===== config.mk =====
export PLATFORM = sky130hd
export DESIGN_NAME = cwu_output_stage
export DESIGN_NICKNAME = d
export VERILOG_FILES = /design/src/design/cwu_pkg.sv /design/src/design/cwu_deadband.sv /design/src/design/cwu_output_stage.sv
export VERILOG_INCLUDE_DIRS = /design/src /design/src/design
export SDC_FILE = /design/constraint.sdc
export NUM_CORES = 1
export LEC_CHECK = 0
export BUFFER_PORTS_ARGS = -buffer_cell sky130_fd_sc_hd__clkbuf_2
export CAP_MARGIN = 0
export CORE_ASPECT_RATIO = 0.6
export CORE_MARGIN = 2
export CORE_UTILIZATION = 40
export DETAILED_ROUTE_END_ITERATION = 8
export PLACE_DENSITY = 0.69
export SLEW_MARGIN = 5
export SYNTH_ARGS = -nofsm -noshare
export SYNTH_HDL_FRONTEND = slang
export SYNTH_SLANG_ARGS = --single-unit

===== constraint.sdc =====
create_clock -name CLK_I -period 6.05 [get_ports CLK_I]
set_input_delay 1.5125 -clock CLK_I [delete_from_list [all_inputs] [get_ports CLK_I]]
set_output_delay 1.5125 -clock CLK_I [all_outputs]
set_load 0.05 [all_outputs]

===== src/design/cwu_defs.svh =====
// Constants for the complementary waveform unit output stage.
// Included by the package user files; definitions only.
`ifndef CWU_DEFS_SVH
`define CWU_DEFS_SVH
`define CWU_DELAY_W 6
`define CWU_ELEM_NS 5
`define CWU_CLK_NS 10
// Delay elements per clock, rounded down (longest-time figure)
`define CWU_ELEM_PER_CLK (`CWU_CLK_NS / `CWU_ELEM_NS)
`define CWU_MODE_HALF 3'h4
`define CWU_MODE_FULL_FWD 3'h2
`define CWU_MODE_FULL_REV 3'h3
`define CWU_OVR_LOW 2'h0
`define CWU_OVR_HIGH 2'h1
`define CWU_OVR_INACTIVE 2'h2
`define CWU_OVR_TRISTATE 2'h3
`endif


===== src/design/cwu_pkg.sv =====
// Types shared by the complementary waveform unit files.
// Assumes cwu_defs.svh sits next to it.
`include "cwu_defs.svh"
package cwu_pkg;
  typedef struct packed {
    logic a;
    logic b;
    logic c;
    logic d;
  } cwu_quad_s;
  typedef logic [`CWU_DELAY_W-1:0] cwu_delay_t;
  typedef enum logic [1:0] {
    CWU_IDLE = 2'b00,
    CWU_WAIT = 2'b01,
    CWU_DONE = 2'b10
  } cwu_dly_e;
endpackage


===== src/design/cwu_deadband.sv =====
// One dead-band timer: delays the rising edge of a request level.
// Assumes edges on req_i are synchronous to clk_i.
`timescale 1ns/1ns
`include "cwu_defs.svh"
module cwu_deadband import cwu_pkg::*; #(
  parameter int DW = `CWU_DELAY_W
) (
  input wire logic clk_i,
  input wire logic resetn_i,
  input wire logic req_i,
  input wire logic sync_mode_i,
  input wire logic [DW-1:0] count_i,
  output logic out_o
);
  initial begin
    if (DW < 1 || DW > 16) $error("cwu_deadband: DW out of range");
  end
  cwu_dly_e state;
  logic [DW-1:0] cnt;
  logic [DW-1:0] limit;
  // Chain mode approximated in clock steps; two elements per clock
  always_comb begin
    if (sync_mode_i) begin
      limit = count_i;
    end else begin
      limit = DW'(({1'b0, count_i} + DW'(`CWU_ELEM_PER_CLK) - 1'b1) / DW'(`CWU_ELEM_PER_CLK));
    end
  end
  always_ff @(posedge clk_i) begin
    if (!resetn_i) begin
      state <= CWU_IDLE;
      cnt <= '0;
    end else if (!req_i) begin
      state <= CWU_IDLE;
      cnt <= '0;
    end else begin
      unique case (state)
        CWU_IDLE: begin
          // The first request edge already counts one period, so a limit of n
          // holds the output for exactly n clocks; events are on clk_i, so no skew
          cnt <= DW'(1);
          state <= (limit <= DW'(1)) ? CWU_DONE : CWU_WAIT;
        end
        CWU_WAIT: begin
          if (cnt + 1'b1 >= limit) begin
            state <= CWU_DONE;
          end else begin
            cnt <= cnt + 1'b1;
          end
        end
        CWU_DONE: state <= CWU_DONE;
        default: state <= CWU_IDLE;
      endcase
    end
  end
  // Zero delay passes the request straight through
  assign out_o = req_i && ((state == CWU_DONE) ||
                 (state == CWU_IDLE && limit == '0));
  chk_zero_pass: assert property (@(posedge clk_i) disable iff (!resetn_i)
    (req_i && count_i == '0) |-> out_o) else $error("zero delay not bypassed");
  chk_low_blocks: assert property (@(posedge clk_i) disable iff (!resetn_i)
    !req_i |-> !out_o) else $error("output active without request");
  chk_sync_hold: assert property (@(posedge clk_i) disable iff (!resetn_i)
    ($rose(req_i) && sync_mode_i && count_i == DW'(3) && $stable(count_i))
      |-> !out_o ##1 !out_o) else $error("sync dead band too short");
endmodule


===== src/design/cwu_output_stage.sv =====
// Complementary waveform unit: steering, shutdown, polarity, dead band.
// Assumes rise/fall events and all controls are synchronous to CLK_I.
`timescale 1ns/1ns
`include "cwu_defs.svh"
module cwu_output_stage import cwu_pkg::*; #(
  parameter int DW = `CWU_DELAY_W
) (
  input wire logic CLK_I,
  input wire logic RESETN_I,
  input wire logic RISE_EVENT_I,
  input wire logic FALL_EVENT_I,
  input wire logic UNIT_ENABLE_BIT_I,
  input wire logic [2:0] MODE_I,
  input wire logic [3:0] STEERING_SELECT_REG_I,
  input wire logic [3:0] STEER_DATA_I,
  input wire logic SHUTDOWN_I,
  input wire logic [1:0] OVR_AC_I,
  input wire logic [1:0] OVR_BD_I,
  input wire logic [3:0] POLARITY_BITS_I,
  input wire logic RISE_DELAY_TIMING_SELECT_I,
  input wire logic FALL_DELAY_TIMING_SELECT_I,
  input wire logic [DW-1:0] RISE_DELAY_COUNT_REG_I,
  input wire logic [DW-1:0] FALL_DELAY_COUNT_REG_I,
  output cwu_quad_s OUT_O,
  output cwu_quad_s OE_O
);
  initial begin
    if (DW < 1 || DW > 16) $error("cwu_output_stage: DW out of range");
  end

  logic pwm;
  logic enabled_q;
  logic half_mode;
  logic full_mode;
  logic dir_rev;
  logic dir_rev_q;
  logic dir_change;
  logic dir_delay_req;
  logic rise_req;
  logic fall_req;
  logic rise_ok;
  logic fall_ok;
  logic [3:0] act;
  cwu_quad_s pol;
  cwu_quad_s next_out;
  cwu_quad_s next_oe;

  assign pol = POLARITY_BITS_I;
  assign half_mode = (MODE_I == `CWU_MODE_HALF);
  assign full_mode = (MODE_I == `CWU_MODE_FULL_FWD) || (MODE_I == `CWU_MODE_FULL_REV);
  assign dir_rev = (MODE_I == `CWU_MODE_FULL_REV);

  // PWM level: set on rise event, cleared on fall event
  always_ff @(posedge CLK_I) begin
    if (!RESETN_I) begin
      pwm <= 1'b0;
    end else if (!UNIT_ENABLE_BIT_I) begin
      pwm <= 1'b0;
    end else if (RISE_EVENT_I) begin
      pwm <= 1'b1;
    end else if (FALL_EVENT_I) begin
      pwm <= 1'b0;
    end
  end

  // Enable is delayed one cycle so the first output after enable is the idle state
  always_ff @(posedge CLK_I) begin
    if (!RESETN_I) begin
      enabled_q <= 1'b0;
    end else begin
      enabled_q <= UNIT_ENABLE_BIT_I;
    end
  end

  always_ff @(posedge CLK_I) begin
    if (!RESETN_I) begin
      dir_rev_q <= 1'b0;
    end else if (full_mode) begin
      dir_rev_q <= dir_rev;
    end
  end
  assign dir_change = full_mode && (dir_rev != dir_rev_q);

  // Direction-change restart: cleared for the cycle after a change, then set again
  always_ff @(posedge CLK_I) begin
    if (!RESETN_I) begin
      dir_delay_req <= 1'b0;
    end else if (!full_mode || !enabled_q) begin
      dir_delay_req <= 1'b0;
    end else if (dir_change) begin
      dir_delay_req <= 1'b0;
    end else begin
      dir_delay_req <= 1'b1;
    end
  end

  // Timer requests: in half bridge each follows its phase of the pwm level;
  // in full bridge the timer picked by the direction runs after a change.
  always_comb begin
    rise_req = 1'b1;
    fall_req = 1'b1;
    if (half_mode) begin
      rise_req = pwm;
      fall_req = !pwm;
    end else if (full_mode) begin
      if (dir_rev) begin
        fall_req = dir_delay_req && !dir_change;
      end else begin
        rise_req = dir_delay_req && !dir_change;
      end
    end
  end

  // Two independent timers, each with its own mode select
  cwu_deadband #(.DW(DW)) u_rise (
    .clk_i(CLK_I),
    .resetn_i(RESETN_I),
    .req_i(rise_req),
    .sync_mode_i(RISE_DELAY_TIMING_SELECT_I),
    .count_i(RISE_DELAY_COUNT_REG_I),
    .out_o(rise_ok)
  );
  cwu_deadband #(.DW(DW)) u_fall (
    .clk_i(CLK_I),
    .resetn_i(RESETN_I),
    .req_i(fall_req),
    .sync_mode_i(FALL_DELAY_TIMING_SELECT_I),
    .count_i(FALL_DELAY_COUNT_REG_I),
    .out_o(fall_ok)
  );

  // Active-high logical drive per output, before polarity
  always_comb begin
    act = 4'h0;
    if (half_mode) begin
      act = {rise_ok, fall_ok, rise_ok, fall_ok};
    end else if (full_mode) begin
      if (dir_rev) begin
        act = {1'b0, pwm && fall_ok, 1'b0, 1'b0};
      end else begin
        act = {1'b0, 1'b0, 1'b0, pwm && rise_ok};
      end
      act[3] = !dir_rev && rise_ok;
      act[1] = dir_rev && fall_ok;
    end else begin
      act = {pwm, !pwm, pwm, !pwm};
    end
  end

  // Pin source selection per output; override levels in three modes skip polarity
  always_comb begin
    logic [3:0] lvl;
    logic [3:0] en;
    logic [3:0] pb;
    logic [1:0] om;
    lvl = 4'h0;
    en = 4'hf;
    pb = {pol.a, pol.b, pol.c, pol.d};
    om = 2'h0;
    for (int i = 0; i < 4; i++) begin
      om = (i == 3 || i == 1) ? OVR_AC_I : OVR_BD_I;
      if (!STEERING_SELECT_REG_I[i]) begin
        lvl[i] = STEER_DATA_I[i] ^ pb[i];
      end else if (SHUTDOWN_I) begin
        unique case (om)
          `CWU_OVR_LOW: lvl[i] = 1'b0;
          `CWU_OVR_HIGH: lvl[i] = 1'b1;
          `CWU_OVR_INACTIVE: lvl[i] = pb[i];
          `CWU_OVR_TRISTATE: begin
            lvl[i] = 1'b0;
            en[i] = 1'b0;
          end
        endcase
      end else if (!enabled_q) begin
        // Primaries (A,C at bits 3,1) inactive, complementaries active
        lvl[i] = ((i == 3 || i == 1) ? 1'b0 : 1'b1) ^ pb[i];
      end else begin
        lvl[i] = act[i] ^ pb[i];
      end
    end
    next_out = lvl;
    next_oe = en;
  end

  // Outputs registered; pin selector outside picks any of the four
  always_ff @(posedge CLK_I) begin
    if (!RESETN_I) begin
      OUT_O <= '0;
      OE_O <= '0;
    end else begin
      OUT_O <= next_out;
      OE_O <= next_oe;
    end
  end

  chk_idle_levels: assert property (@(posedge CLK_I) disable iff (!RESETN_I)
    (!enabled_q && !SHUTDOWN_I && STEERING_SELECT_REG_I == 4'hf && POLARITY_BITS_I == 4'h0)
      |=> (OUT_O.a == 1'b0 && OUT_O.b == 1'b1 && OUT_O.c == 1'b0 && OUT_O.d == 1'b1))
    else $error("idle levels wrong while disabled");
  chk_steer_data: assert property (@(posedge CLK_I) disable iff (!RESETN_I)
    (!STEERING_SELECT_REG_I[3] && !POLARITY_BITS_I[3]) |=> (OUT_O.a == $past(STEER_DATA_I[3])))
    else $error("static steering data not driven");
  chk_ovr_nopol: assert property (@(posedge CLK_I) disable iff (!RESETN_I)
    (STEERING_SELECT_REG_I[3] && SHUTDOWN_I && OVR_AC_I == `CWU_OVR_HIGH) |=> OUT_O.a)
    else $error("override high affected by polarity");
  chk_pol_inv: assert property (@(posedge CLK_I) disable iff (!RESETN_I)
    (STEERING_SELECT_REG_I[2] && !SHUTDOWN_I && !enabled_q && POLARITY_BITS_I[2])
      |=> !OUT_O.b) else $error("polarity not applied");
  chk_half_dead: assert property (@(posedge CLK_I) disable iff (!RESETN_I)
    (half_mode && $rose(pwm) && RISE_DELAY_COUNT_REG_I != '0)
      |-> !rise_ok) else $error("primary active inside dead band");
  chk_fall_dead: assert property (@(posedge CLK_I) disable iff (!RESETN_I)
    (half_mode && $fell(pwm) && FALL_DELAY_COUNT_REG_I != '0)
      |-> !fall_ok) else $error("complementary active inside dead band");
  chk_no_dead: assert property (@(posedge CLK_I) disable iff (!RESETN_I)
    (!half_mode && !full_mode) |-> (act == {pwm, !pwm, pwm, !pwm}))
    else $error("dead time applied outside bridge modes");
  chk_rev_dead: assert property (@(posedge CLK_I) disable iff (!RESETN_I)
    (dir_change && dir_rev && FALL_DELAY_COUNT_REG_I != '0) |=> !fall_ok)
    else $error("reverse change not delayed");
endmodule


==> impl_metrics.ini <==
[synth]
syn_area_mm2 = 0.00259
synthMuxAreaShare = 0.0193
yosysSeqAreaShare = 0.217
ys_types = 60
synth_top_area_frac = 0.217
synth_compound_area_frac = 0.290
synth-seq-cells = 28
yosysWarnings = 0
synth_edf_count = 0
synthTopCellsByArea = dfxtp_1 (22%), ha_1 (14%), nand3_1 (6.2%)
synth_top_family_by_area = compound AO/OA/AOI/OAI gates
synthCells = 323
synth-adder-area-share = 0.135
syn_nets = 390
synth_flop_cell = dfxtp_1
yosysTopAreaCell = dfxtp_1
synthArstFlopShare = 0
avgSynthCellArea_um2 = 8.01
synth_simple_gate_area_frac = 0.233
synthXorXnorAreaFrac = 0.0507

[power_and_ir_drop]
p_clk_frac = 0.214
internal-power_uw = 418
p_leak_nw = 1.24
power.density_mw_per_mm2 = 244
peakVddDrop_v = 0.000142
p_sw_frac = 0.413
pwr-share-comb = 0.457
pwr-share-seq = 0.329
p_switching_uw = 294

[die]
fp.dieH_um = 66.3
start_util = 0.418
dieArea_mm2 = 0.00715
die_x_um = 108
std_cell_rows = 22
core_mm2 = 0.00619
io_pins = 47

[global_routing]
first_global_vias = 2264
grt_use_total = 0.191
grt_pass1_wl_mm = 10.8
grt_max_degree = 17
grt-ovfl-total = 0
antenna_found_initial = 0

[cts]
clock_path_buffers = 2
cts_made_buffers = 3
htreeDepth = 1
cts_num_sinks = 28
cts_resized = 0
cts_root_buffer = clkbuf_8
hold_buffers = 0
cts_tree = built
path_clk_slew_ps = 100
clk-insertion-delay-late_ps = 280
cts_setup_buffers = 0

[finish]
fin_nets = 428
drive_gt1_frac = 0.172
area_delta_synth_final_pct = 12.8
final_area_mm2 = 0.00292
multi_input_comb_area_mm2 = 0.00189
num_antenna_cells = 0
fill_cells = 588
seq_area_um2 = 561

[critical_path]
crit_required_ps = 6250
critical_path.startpoint_type = input port
cpPeakStageDelay_ps = 350
critPathMaxFanout = 9
critPathSlowestCell = o211a_1
critical_path_class = in2reg
crit_path_end_kind = flop
cp_cell_sequence = clkbuf_2 > ha_1 > mux2i_1 > inv_1 > ha_1 > nand2b_1 > a21o_1 > a21oi_1 > o211a_1 > a21oi_1 > a311oi_1
crit_arrival_ps = 3690

[sta]
finalSetupViolCount = 0
rsz0062_at_grt = false
skew_ps = 5.29
hold_viol = 0
period_needed_ps = 3500
slew_violations = 0
finalWorstSetupSlack_ps = 2550
tightestPinTransition_ps = 641
relSlewSlack = 0.571
max_clock_freq_mhz = 286
post-route-period-util = 0.578
final.setup.tns_ps = 0

[placement]
pre_cts_ws_ps = 2280
post_dp_cell_area_mm2 = 0.00285
gp_congestion = 0.905
portBuffers = 46
place_hpwl_mm = 5.30

[run_status]
status = completed

[route]
routed_via_density = 5.77
vias = 2560
drc = 0
drt_wl_total_mm = 6.55
drt_first_pass_iters = 5
routedWlPerCell_um = 14.8
drt_iter0_drc = 140
postRouteAntennaNets = 0

[hold_path]
hold_path_class = reg2reg

[run]
max_cap_viol_count = 0
-- metal layers --
layer / part of all wire / global-route usage
met2: 0.39 / 0.278
met1: 0.53 / 0.289
met4: 0.0090 / 0.0369
met3: 0.069 / 0.0345
met5: 0 / 0
-- cells in the final DEF, fill, tap and decap left out, drive strengths merged, types with 2 or more instances in the layout --
| cell type | Yosys | final |
|---|---|---|
| clkbuf | 7 | 49 |
| nand3 | 32 | 32 |
| dfxtp | 28 | 28 |
| ha | 28 | 28 |
| a21oi | 25 | 25 |
| nand2 | 20 | 20 |
| inv | 18 | 18 |
| o211ai | 16 | 16 |
| nand2b | 15 | 15 |
| o21ai | 12 | 12 |
| xor2 | 10 | 10 |
| nor2 | 10 | 10 |
| nor2b | 7 | 7 |
| a31oi | 7 | 7 |
| a21o | 6 | 6 |
| xnor2 | 5 | 5 |
| mux2i | 5 | 5 |
| and2 | 5 | 5 |
| a211oi | 4 | 4 |
| and3 | 3 | 3 |
| a32oi | 3 | 3 |
| a311oi | 3 | 3 |
| o2111ai | 3 | 3 |
| o31ai | 3 | 3 |
| o221ai | 3 | 3 |
| or3 | 3 | 3 |
| nor3b | 3 | 3 |
| a21boi | 2 | 2 |
| o22ai | 2 | 2 |
| o211a | 2 | 2 |
| nor3 | 2 | 2 |
| or2 | 2 | 2 |
| o21a | 2 | 2 |
| nand3b | 2 | 2 |
| a2bb2oi | 2 | 2 |
-- registers in the layout, summed over array words and instances, names as in the netlist --
name and cells:
u_rise.state 2, dir_rev_q 1, OE_O 4, u_rise.cnt 6, u_fall.state 2, u_fall.cnt 6, pwm 1, OUT_O 4
dir_delay_req 1, enabled_q 1
-- stage by stage --
step	cells	util	hold slack, ps	power (mW)
2_1_floorplan	323	-	461	0.471
3_3_place_gp	440	0.460	492	0.551
3_5_place_dp	440	0.460	501	0.556
4_1_cts	444	0.472	516	0.711
5_1_grt	444	0.472	550	0.764
6_report	444	0.472	513	0.712
-- cell usage after synthesis, types with 5 or more instances --
cell type	count
clkbuf_1	7
nor2_1	10
a31oi_1	7
nand2_1	20
xor2_1	10
a21o_1	6
and2_1	5
nor2b_1	7
xnor2_1	5
dfxtp_1	28
nand2b_1	15
o211ai_1	15
nand3_1	32
ha_1	28
a21oi_1	24
inv_1	18
mux2i_1	5
o21ai_0	12
-- power groups by stage --
stage	Combinational, mW	Sequential, mW	Clock, mW
after floorplan	0.227	0.244	0
after global placement	0.315	0.236	0
after detailed placement	0.319	0.237	0
after CTS	0.323	0.234	0.154
after global routing	0.365	0.237	0.161
final	0.325	0.234	0.153
-- path summary, 6_finish.rpt --
check / start / end / slack (ps) / cells after the start
worst max-delay path: FALL_DELAY_COUNT_REG_I[0] / u_fall.cnt[0] / 2550 / 11
worst min-delay path: u_rise.cnt[1] / u_rise.cnt[1] / 510 / 2
worst max register to register: u_fall.cnt[0] / u_fall.state[1] / 3720 / 8
worst min register to register: u_rise.cnt[1] / u_rise.cnt[1] / 510 / 2
-- logic make-up (layout without fill, tap and decap cells) --
logic type,after synthesis,in the layout
adders and majority gates,28,28
muxes,5,5
xor gates and xnor gates,15,15
DFF,28,28
and+or+nand+nor,110,110
buffers and inverters,31,68
AOI/OAI and AO/OA,106,106
-- area by class of cell --
class / count / share of cell area
Clock buffer: 3 / 0.0141
Clock inverter: 1 / 0.0103
Inverter: 18 / 0.0231
Multi-Input combinational cell: 264 / 0.646
Sequential cell: 28 / 0.192
Tap cell: 84 / 0.0360
Timing Repair Buffer: 46 / 0.0788
-- critical path, delay by kind of cell --
kind / cells / cell delay, ps
buffers and inverters: 2 / 190
AND/OR/NAND/NOR: 1 / 140
multiplexers: 1 / 210
adder cells (fa/ha/maj): 2 / 550
AO/OA/AOI/OAI: 5 / 1090
No activity file was read; power rests on OpenSTA's default activity.
